--- src/core/mmbd_pkg.sv ---
package mmbd_pkg;

  // Program side geometry
  localparam int unsigned PC_WIDTH       = 13;
  localparam int unsigned PROG_ADDR_BITS = 10;
  localparam int unsigned INSTR_WIDTH    = 14;
  localparam logic [12:0] RESET_VECTOR   = 13'h0000;
  localparam logic [12:0] IRQ_VECTOR     = 13'h0004;
  localparam logic [9:0]  PROG_TOP       = 10'h3ff;

  // Data side geometry
  localparam int unsigned FILE_ADDR_BITS = 7;
  localparam int unsigned EFF_ADDR_BITS  = 8;
  localparam int unsigned DATA_WIDTH     = 8;
  localparam int unsigned GPR_DEPTH      = 64;
  localparam int unsigned GPR_IDX_BITS   = 6;
  localparam int unsigned STATUS_BANK_BIT  = 5;
  localparam int unsigned STATUS_UPPER_BIT = 6;
  localparam int unsigned STATUS_IND_BIT   = 7;
  localparam logic [6:0]  SFR_LAST       = 7'h1f;
  localparam logic [6:0]  GPR_FIRST      = 7'h20;
  localparam logic [6:0]  GPR_LAST       = 7'h5f;
  localparam logic [7:0]  ZERO_BYTE      = 8'h00;
  localparam logic [5:0]  GPR_RESET_IDX  = 6'h00;

  // Decoded target of a data access
  typedef enum logic [1:0] {
    MMBD_TGT_SFR   = 2'b00,
    MMBD_TGT_GPR   = 2'b01,
    MMBD_TGT_UNIMP = 2'b10
  } mmbd_target_t;

  // Operand access request from the core
  typedef struct packed {
    logic       valid;
    logic       write;
    logic       indirect;
    logic [6:0] file_addr;
    logic [7:0] wdata;
  } mmbd_data_req_t;

  // Decoded access handed to the SFR side
  typedef struct packed {
    logic       sel;
    logic       write;
    logic       bank;
    logic [4:0] index;
    logic [7:0] wdata;
  } mmbd_sfr_req_t;

endpackage : mmbd_pkg

--- src/core/mmbd_gpr.sv ---
// Shared general purpose RAM, one copy for both banks
module mmbd_gpr
  import mmbd_pkg::*;
(
  input  wire logic                      mclk_in,
  input  wire logic                      we_in,
  input  wire logic [GPR_IDX_BITS-1:0]   idx_in,
  input  wire logic [DATA_WIDTH-1:0]     wdata_in,
  output logic      [DATA_WIDTH-1:0]     rdata_out
);

  logic [DATA_WIDTH-1:0] mem_q [GPR_DEPTH];

  // Byte storage, one generate entry per location
  // Contents survive reset; software must write a byte before reading it
  for (genvar i = 0; i < GPR_DEPTH; i++)
  begin : g_byte
    always_ff @(posedge mclk_in)
    begin
      if (we_in && (idx_in == GPR_IDX_BITS'(i)))
        mem_q[i] <= wdata_in;
    end
  end

  // Asynchronous read; the top registers the result
  assign rdata_out = mem_q[idx_in];

endmodule // mmbd_gpr

--- src/core/mmbd_decoder.sv ---
// Function
// - Program counter is 13 bits, spanning 8K words of 14 bits.
// - Only program addresses 0000h to 03FFh exist physically.
// - Program addresses above 1K wrap; only low ten bits are used.
// - Every reset starts instruction fetch at address 0000h.
// - Taking an interrupt loads the program counter with 0004h.
// - Status bit 5 selects bank 0 or bank 1 for direct data access.
// - The lowest 32 file addresses in each bank are special registers.
// - File addresses 20h to 5Fh hit one RAM shared by both banks.
// - Unimplemented data reads give zero; writes there do nothing.
// - RAM is 64 bytes, reached directly or via the file select pointer.
module mmbd_decoder
  import mmbd_pkg::*;
(
  input  wire logic                          mclk_in,
  input  wire logic                          rst_in,
  // Program counter control from the core
  input  wire logic                          pc_load_in,
  input  wire logic [PC_WIDTH-1:0]           pc_value_in,
  input  wire logic                          pc_inc_in,
  input  wire logic                          irq_take_in,
  // Status and pointer from the core
  input  wire logic [DATA_WIDTH-1:0]         status_in,
  input  wire logic [DATA_WIDTH-1:0]         file_select_pointer_in,
  // Operand access
  input  wire mmbd_data_req_t                data_req_in,
  input  wire logic [DATA_WIDTH-1:0]         sfr_rdata_in,
  // Program side results
  output logic      [PC_WIDTH-1:0]           pc_out,
  output logic      [PROG_ADDR_BITS-1:0]     prog_addr_out,
  // Data side results
  output mmbd_sfr_req_t                      sfr_req_out,
  output logic                               rdata_valid_out,
  output logic      [DATA_WIDTH-1:0]         rdata_out,
  output mmbd_target_t                       target_out,
  output logic      [EFF_ADDR_BITS-1:0]      eff_addr_out
);

  ////////////////////////////////////////////////////////////////////////////
  // Program counter

  logic [PC_WIDTH-1:0] pc_q;
  logic [PC_WIDTH-1:0] pc_d;

  // Interrupt wins over a jump, a jump over a plain step
  always_comb
  begin
    pc_d = pc_q;
    if (irq_take_in)
      pc_d = IRQ_VECTOR;
    else if (pc_load_in)
      pc_d = pc_value_in;
    else if (pc_inc_in)
      pc_d = pc_q + PC_WIDTH'(1);
  end

  // Reset beats every control input, so fetch always restarts at the vector
  always_ff @(posedge mclk_in)
  begin
    if (rst_in)
      pc_q <= RESET_VECTOR;
    else
      pc_q <= pc_d;
  end

  // Full 13-bit counter is kept so the stack sees the logical address
  assign pc_out = pc_q;

  // Upper bits are dropped, so any address folds into the 1K array
  always_ff @(posedge mclk_in)
  begin
    if (rst_in)
      prog_addr_out <= RESET_VECTOR[PROG_ADDR_BITS-1:0];
    else
      prog_addr_out <= pc_d[PROG_ADDR_BITS-1:0] & PROG_TOP;
  end

  ////////////////////////////////////////////////////////////////////////////
  // Effective data address

  logic [EFF_ADDR_BITS-1:0] eff_addr;
  logic [FILE_ADDR_BITS-1:0] low_addr;
  logic                      bank;

  // Indirect access takes the pointer whole, which already holds the bank
  // in its top bit; the reserved indirect bank bit is not consulted.
  always_comb
  begin
    if (data_req_in.indirect)
      eff_addr = file_select_pointer_in;
    else
      eff_addr = {status_in[STATUS_BANK_BIT], data_req_in.file_addr};
    // Upper bank bit is ignored; software keeps it clear
    bank     = eff_addr[EFF_ADDR_BITS-1];
    low_addr = eff_addr[FILE_ADDR_BITS-1:0];
  end

  ////////////////////////////////////////////////////////////////////////////
  // Region decode

  // Only the low seven bits choose the region; the bank bit never moves
  // an access between register, RAM and hole
  mmbd_target_t target;

  always_comb
  begin
    if (low_addr <= SFR_LAST)
      target = MMBD_TGT_SFR;
    else if (low_addr <= GPR_LAST)
      target = MMBD_TGT_GPR;
    else
      target = MMBD_TGT_UNIMP;
  end

  ////////////////////////////////////////////////////////////////////////////
  // Shared RAM

  logic [GPR_IDX_BITS-1:0] gpr_idx;
  logic                    gpr_we;
  logic [DATA_WIDTH-1:0]   gpr_rdata;

  // Bank bit is left out of the index so both banks hit the same byte
  assign gpr_idx = GPR_IDX_BITS'(low_addr - GPR_FIRST);
  // Hole writes must be dropped here, as their folded index aliases a RAM byte
  assign gpr_we  = data_req_in.valid && data_req_in.write && (target == MMBD_TGT_GPR);

  mmbd_gpr mmbd_gpr_i (
    .mclk_in   (mclk_in),
    .we_in     (gpr_we),
    .idx_in    (gpr_idx),
    .wdata_in  (data_req_in.wdata),
    .rdata_out (gpr_rdata)
  );

  ////////////////////////////////////////////////////////////////////////////
  // Special register strobe, registered; the SFR side answers next cycle

  // Write and data ride along on every access; only sel qualifies them
  always_ff @(posedge mclk_in)
  begin
    if (rst_in)
      sfr_req_out <= '0;
    else
    begin
      sfr_req_out.sel   <= data_req_in.valid && (target == MMBD_TGT_SFR);
      sfr_req_out.write <= data_req_in.write;
      sfr_req_out.bank  <= bank;
      sfr_req_out.index <= low_addr[4:0];
      sfr_req_out.wdata <= data_req_in.wdata;
    end
  end

  ////////////////////////////////////////////////////////////////////////////
  // Read return

  logic          rd_pend_q;
  mmbd_target_t  rd_tgt_q;

  // SFR data only arrives with the registered strobe, a cycle after the request, so reads settle in two
  // cycles for every region; one latency keeps the core's timing uniform.
  always_ff @(posedge mclk_in)
  begin
    if (rst_in)
    begin
      rd_pend_q <= 1'b0;
      rd_tgt_q  <= MMBD_TGT_UNIMP;
    end
    else
    begin
      rd_pend_q <= data_req_in.valid && !data_req_in.write;
      rd_tgt_q  <= target;
    end
  end

  // RAM byte is caught at the request edge, before a write in the next
  // cycle could change it under the pending read
  logic [DATA_WIDTH-1:0] gpr_hold_q;

  always_ff @(posedge mclk_in)
  begin
    if (rst_in)
      gpr_hold_q <= ZERO_BYTE;
    else
      gpr_hold_q <= gpr_rdata;
  end

  always_ff @(posedge mclk_in)
  begin
    if (rst_in)
    begin
      rdata_valid_out <= 1'b0;
      rdata_out       <= ZERO_BYTE;
    end
    else
    begin
      rdata_valid_out <= rd_pend_q;
      case (rd_tgt_q)
        MMBD_TGT_SFR:   rdata_out <= sfr_rdata_in;
        MMBD_TGT_GPR:   rdata_out <= gpr_hold_q;
        MMBD_TGT_UNIMP: rdata_out <= ZERO_BYTE;
        default:        rdata_out <= ZERO_BYTE;
      endcase
    end
  end

  // Debug view of the decode, registered with the request
  always_ff @(posedge mclk_in)
  begin
    if (rst_in)
    begin
      target_out   <= MMBD_TGT_UNIMP;
      eff_addr_out <= '0;
    end
    else
    begin
      target_out   <= target;
      eff_addr_out <= eff_addr;
    end
  end

endmodule // mmbd_decoder

--- config.mk ---
export PLATFORM = sky130hd
export DESIGN_NAME = mmbd_decoder
export DESIGN_NICKNAME = d
export VERILOG_FILES = /design/src/core/mmbd_pkg.sv /design/src/core/mmbd_gpr.sv /design/src/core/mmbd_decoder.sv
export SDC_FILE = /design/constraint.sdc
export NUM_CORES = 1
export LEC_CHECK = 0
export CORE_MARGIN = 3
export CORE_UTILIZATION = 40
export CTS_BUF_LIST = sky130_fd_sc_hd__clkbuf_4 sky130_fd_sc_hd__clkbuf_8
export DETAILED_ROUTE_END_ITERATION = 16
export DONT_BUFFER_PORTS = 1
export GPL_ROUTABILITY_DRIVEN = 0
export PLACE_DENSITY_LB_ADDON = 0.12
export SYNTH_ARGS = -nofsm -noshare
export SYNTH_HDL_FRONTEND = slang
export SYNTH_SLANG_ARGS = --single-unit
--- constraint.sdc ---
create_clock -name mclk_in -period 3.2 [get_ports mclk_in]
set_input_delay 0.48 -clock mclk_in [delete_from_list [all_inputs] [get_ports mclk_in]]
set_output_delay 0.48 -clock mclk_in [all_outputs]
set_load 0.01 [all_outputs]
==> metrics.txt, run 1 <==
Reg clk slew, reported paths=0.06 ns; Max Slew Vio Count=0; Seq/Total Area, Yosys=0.7598; slowest library cell on the worst path=o22a_1; FMAX=367.5 MHz; gr ovfl total=0; die height=238.3 um; final hold vios=0; CP arrival=3.21 ns; Worst-Skew Late Latency=0.67 ns; vias post-DR=13113; Slew @ Worst Pin=1.096 ns; initial antenna violation count=0; CTS Sinks=563; ANT cells=0; cell chain of the critical path=dlygate4sd3_1 > nand2_1 > o22a_1 > buf_4 > a21oi_1 > o41ai_1 > buf_4 > a41oi_1; Critical Path Max Stage Delay=0.87 ns; Max clock buf depth=3; DRC viols=0; Worst Clk Skew=0.02714 ns; Tcrit/Tclk final=0.8504; Initial Util=0.4074; CTS buffer count=94; Period minus WS final=2.721 ns; nets=1620; Leakage=0.008072 uW; TritonCTS clock tree=built; GRT Total Usage=0.2104; Synthesized Nets=1480; status=completed; first drt pass iteration count=5; Post-synth EDFFs=512; Via density=5.650; Detail Route Antenna Nets=0; critical path class=input port to flip-flop; wire length per cell=25.96 um; most frequent CP cell=buf_4; Power per Cell Area=603.7 nW/um2; Worst Path Max Fanout=19; CTS resizes=0; Seq cells post-synth=563; Post-synth ARST share=0; Worst Path Required=3.68 ns; Mapped Cells=1419; Die X=238.3 um; DPL Wire Length=33860 um; H-tree depth=3; vias in the first global route=12941; global-route wire length before repair=87440 um; largest net degree at the start of global routing=66; Cell Rows=84; Total Wirelength=60260 um; VDD IR max=0.4021 mV; I/O Pins=118; Synth warnings=0; RSZ-0062 raised after global routing=false; CTS root buf=clkbuf_8; share of layout cells above drive strength 1=0.1702; CP Launch Type=input port; core area=52970 um2; Port Buf Inserts=0; hold crit path type=input port to flip-flop; die area=56770 um2; post-synthesis cell area=21580 um2; P&R area growth vs syn=16.81%; CP endpoint kind=flip-flop; setup TNS=0 ns; Yosys cell types=47; prevailing post-synth register cell=edfxtp_1; WHS=0.05678 ns; Slew HR=0.2691; Final setup viols=0; DRT iter0 DRCs=1121; Max Cap Viol=0; syn avg cell area=15.21 um2
-- routing by layer --
| layer | track usage | routed length, um | up-vias |
|---|---|---|---|
| met5 | 0 | 0 | - |
| met3 | 0.04646 | 4164 | 84 |
| met1 | 0.3022 | 27340 | 6593 |
| met2 | 0.3253 | 27420 | 497 |
| met4 | 0.05864 | 1333 | 0 |
| li1 | - | - | 5939 |
-- sequential cells by signal, summed over array words and instances (netlist names) --
register / cells
gpr_hold_q: 8
sfr_req_out: 14
rdata_valid_out: 1
rdata_out: 8
pc_out: 13
eff_addr_out: 4
rd_pend_q: 1
mmbd_gpr_i.mem_q: 512
target_out: 2
-- repair_timing --
item,4_1_cts,5_1_grt
hold buffers,44,0
hold endpoints to repair,563,0
buffers inserted,0,0
-- worst paths after layout --
check / startpoint / depth (start not counted) / to / slack [ns]
setup / recovery: file_select_pointer_in[3] / 8 / gpr_hold_q[5] / 0.48
hold / removal: pc_load_in / 3 / pc_out[6] / 0.06
setup reg to reg: mmbd_gpr_i.mem_q[43][2] / 6 / gpr_hold_q[2] / 1.08
hold reg to reg: rd_pend_q / 1 / rdata_valid_out / 0.45
-- critical path, delay by kind of cell --
| family | cells | cell delay [ns] |
|---|---|---|
| simple gates | 1 | 0.10 |
| compound gates | 4 | 1.51 |
| buf+inv | 3 | 1.10 |
-- metrics by stage --
| stage | util | instances | setup slack (ns) | power, uW | cell area, um2 |
|---|---|---|---|---|---|
| floorplan | - | 1419 | 0.7303 | 8774 | 21580 |
| global placement | 0.4307 | 2107 | 0.2562 | 9042 | 22810 |
| detailed placement | 0.4307 | 2107 | 0.2507 | 9044 | 22810 |
| CTS | 0.4759 | 2321 | 0.5216 | 15390 | 25210 |
| global route | 0.4759 | 2321 | 0.3003 | 15770 | 25210 |
| finish | 0.4759 | 2321 | 0.4787 | 15220 | 25210 |
-- cells in the final DEF (no fill, tap or decap), drive strengths merged, types with 12 or more instances in the layout --
cell type	synthesis	routed
edfxtp	512	512
a22oi	225	225
clkbuf	42	137
a21oi	124	124
buf	69	120
nor2	108	108
nand2	91	91
dfxtp	51	51
o22ai	43	43
dlygate4sd3	0	35
clkinv	0	25
o41ai	24	24
mux2i	20	20
a2111oi	16	16
a21boi	16	16
nor2b	12	12
-- synth_stat cells (2+ instances only) --
cell type,count,area share
nand4_1,4,0.0012
and3_1,2,0.00058
a21oi_1,124,0.029
xor2_1,4,0.0016
edfxtp_1,512,0.71
a41oi_1,8,0.0032
a21boi_1,7,0.0024
a2111oi_1,3,0.0014
nand2b_1,3,0.00087
mux2i_1,20,0.0093
or3_1,2,0.00058
or2_2,2,0.00058
o22ai_1,40,0.012
nor2b_1,12,0.0035
buf_4,29,0.010
nand3_1,5,0.0012
a22oi_1,225,0.078
clkbuf_1,41,0.0071
o22ai_4,2,0.0019
xnor2_1,9,0.0037
o31ai_1,8,0.0028
nor2_1,108,0.019
buf_2,38,0.0088
a21boi_0,9,0.0031
o21ai_0,2,0.00046
mux2_2,2,0.0010
o41ai_1,24,0.0097
dfxtp_1,51,0.047
inv_1,5,0.00087
a2111oi_0,13,0.0053
nand2_1,89,0.015
-- power by group --
part / switching (uW) / internal, uW / leakage, uW
clock: 2800 / 3320 / 0.000947
sequential: 57.0 / 8070 / 0.00502
combinational: 637 / 328 / 0.00210
total: 3500 / 11700 / 0.00807
-- area by class of cell --
| type | count | area (um2) |
|---|---|---|
| clock inverter | 33 | 186.4 |
| tap | 688 | 860.8 |
| sequential | 563 | 16400 |
| inverter | 5 | 18.77 |
| timing repair buffer | 155 | 1511 |
| clock buffer | 137 | 1617 |
| multi-input combinational | 740 | 4618 |
| fill | 4657 | 27760 |
-- logic make-up after synthesis --
family	synth area share
xor gates and xnor gates	0.005276
buffers and inverters	0.02783
and+or+nand+nor	0.04522
adders and majority gates	0.0005797
muxes	0.01032
DFF	0.7598
AOI/OAI and AO/OA	0.1510
No activity file was read; power rests on OpenSTA's default activity.
==> run 2, diff against run 1 <==
ABC_AREA = 1   (was default)
==> run 2 against run 1 <==
  * Non-clock buffer count down 27
  * Flip-flop and latch count unchanged
  * Synthesized cell count up 66%
  * Highest routed layer unchanged
  * Critical endpoint is now mmbd_gpr_i.mem_q[29][0]
==> metrics.txt, run 2 <==
DRC viols=0; CTS resizes=0; Yosys top cell by area=edfxtp_1; Worst R2R Path Depth=10; internal power=12000 uW; Synthesized Nets=2423; area fraction of the dominant cell type after synthesis=0.6463; Leakage=0.01127 uW; Commonest cells post-synth=nand2_1 (1319), edfxtp_1 (512), nor2_1 (115), nand3_1 (100), buf_2 (74); FMAX=339.3 MHz; Core Util, Final=0.4680; Total Wirelength=63600 um; DPL Wire Length=36490 um; DRT iter0 DRCs=1210; GRT Total Usage=0.2025; Tcrit/Tclk final=0.9210; top cells by area, synth=edfxtp_1 (65%), nand2_1 (21%), dfxtp_1 (4.3%); share of layout cells above drive strength 1=0.1113; P_sw=3841 uW; Reg power frac=0.513; register-to-register path setup slack=1.19 ns; post-synthesis cell area=23790 um2; syn avg cell area=10.07 um2; wire length per cell=19.27 um; sw frac=0.2425; logic gate share of total power=0.083; Detail Route Antenna Nets=0; count leader, synth=nand2_1; total power=15840 uW; met2 Usage GRT=0.3241; Worst Hold End=pc_out[8]; die height=249.9 um; setup TNS=0 ns; die area=62440 um2; Cell Rows=88; global-route wire length before repair=96820 um; status=completed; critical path class=input port to flip-flop; prevailing post-synth register cell=edfxtp_1; VDD IR max=0.3153 mV; CP Launch Type=input port; Placed Instance Area=24830 um2; Slew HR=0.4461; Power per Cell Area=581.0 nW/um2; Max clock buf depth=3; vias in the first global route=16149; Reg clk slew, reported paths=0.06 ns; final hold vios=0; RSZ-0062 raised after global routing=false; Yosys cell types=37; Final setup viols=0; CP endpoint kind=flip-flop; fin area=27260 um2; Largest register FFs=512; reg-to-reg startpoint=mmbd_gpr_i.mem_q[19][2]; CTS Sinks=563; P&R area growth vs syn=14.60%; vias post-DR=16307; Port Buf Inserts=0; initial antenna violation count=1; CTS buffer count=94; Post-synth ARST share=0; nets=2520; largest reg by FF count=mmbd_gpr_i.mem_q; Synth warnings=0; GR peak layer=met2; Seq cells post-synth=563; Max Slew Vio Count=0; H-tree depth=3; Worst Path Required=3.50 ns; CP Launch Point=data_req_in[15]; met1 usage=0.2716; largest net degree at the start of global routing=107; commonest non-fill, non-tap cells in the layout=nand2_1 (1317), edfxtp_1 (512), nor2_1 (115); Initial Util=0.4084; gr ovfl total=0; Worst Path Max Fanout=8; Slew @ Worst Pin=0.8222 ns; Via density=4.942; Reg2Reg Capture Point=gpr_hold_q[2]; first drt pass iteration count=7; HP Start=pc_load_in; I/O Pins=118; Hold Path Stages=2; Worst-Skew Late Latency=0.67 ns; Post-synth EDFFs=512; TritonCTS clock tree=built; Seq/Total Area, Yosys=0.6892; Mapped Cells=2362; core area=58250 um2; met3 Use GR=0.04554; Period minus WS final=2.947 ns; CTS root buf=clkbuf_8; CP arrival=3.25 ns; Worst Clk Skew=0.03772 ns; Clock power frac=0.403; hold crit path type=input port to flip-flop; leading cell type in the layout, fill and taps excluded=nand2_1; Die X=249.9 um; Max Cap Viol=0
## run 2: cell types whose count changed after synthesis, sizes merged, moves of 31 or more
cell	before	now
nand3	5	100
inv	5	36
a22oi	225	1
o21ai	2	41
a21oi	124	15
buf	69	115
o22ai	43	0
nand2	91	1325
## run 2: cells by family (layout without fill, tap and decap cells)
family | after synthesis | in the layout | synth area share
multiplexers | 1 | 1 | 0.0004208
AND/OR/NAND/NOR | 1560 | 1560 | 0.2562
buffers and inverters | 164 | 336 | 0.03534
other | 0 | 1 | 0
adder cells (fa/ha/maj) | 1 | 1 | 0.0005259
flip-flops | 563 | 563 | 0.6892
XOR/XNOR | 10 | 10 | 0.003682
AO/OA/AOI/OAI | 63 | 63 | 0.01462
## run 2: how the worst max path moves through the flow
| stage | endpoint | cells past startpoint |
|---|---|---|
| 4_1_cts | mmbd_gpr_i.mem_q[29][0] | 9 |
| 5_1_grt | mmbd_gpr_i.mem_q[11][4] | 10 |
| 3_5_place_dp | mmbd_gpr_i.mem_q[29][2] | 6 |
| 2_1_floorplan | mmbd_gpr_i.mem_q[0][0] | 9 |
| 3_3_place_gp | mmbd_gpr_i.mem_q[29][0] | 6 |
| 6_report | mmbd_gpr_i.mem_q[29][0] | 9 |
## run 2: layer usage
layer / wire length [um] / vias to the layer above
met1: 28530 / 7828
met5: 0 / -
li1: - / 7915
met4: 1557 / 0
met2: 29470 / 464
met3: 4044 / 100
## run 2: stage by stage
stage	cells	hold slack [ns]	setup WS (ns)
6_report	3300	0.07151	0.2528
2_1_floorplan	2362	0.3883	0.7901
5_1_grt	3300	0.04212	0.1360
3_3_place_gp	3090	0.3955	0.4222
3_5_place_dp	3090	0.4051	0.3650
4_1_cts	3299	0.0006340	0.3362
## run 2: critical path, cell delays in order
cell           delay [ns]
dlygate4sd3_1        0.72
inv_4                0.10
or2_1                0.23
o21ai_2              0.17
or2_2                0.20
nand4_1              0.25
nor2_1               0.30
nand2_1              0.18
nor2_1               0.60
## run 2: power groups by stage
stage                     sequential, uW  combinational, uW  clock (uW)
final                               8130               1320        6390
after global routing                8130               1460        6930
after CTS                           8130               1330        6590
after detailed placement            8280               1110           0
after global placement              8280               1110           0
after floorplan                     8270                798           0
## run 2: final cells by class
class / instances / area [um2]
fill: 5480 / 30980
sequential: 563 / 16400
multi-input combinational: 1635 / 6590
clock buffer: 146 / 1759
timing repair buffer: 128 / 1269
tap: 765 / 957.2
inverter: 37 / 146.4
clock inverter: 25 / 141.4
antenna: 1 / 2.502
## run 2: timing repair
| action | CTS | global route |
|---|---|---|
| setup buffers | 0 | 0 |
| hold buffers | 38 | 0 |
| endpoints found under the hold margin | 563 | 0 |
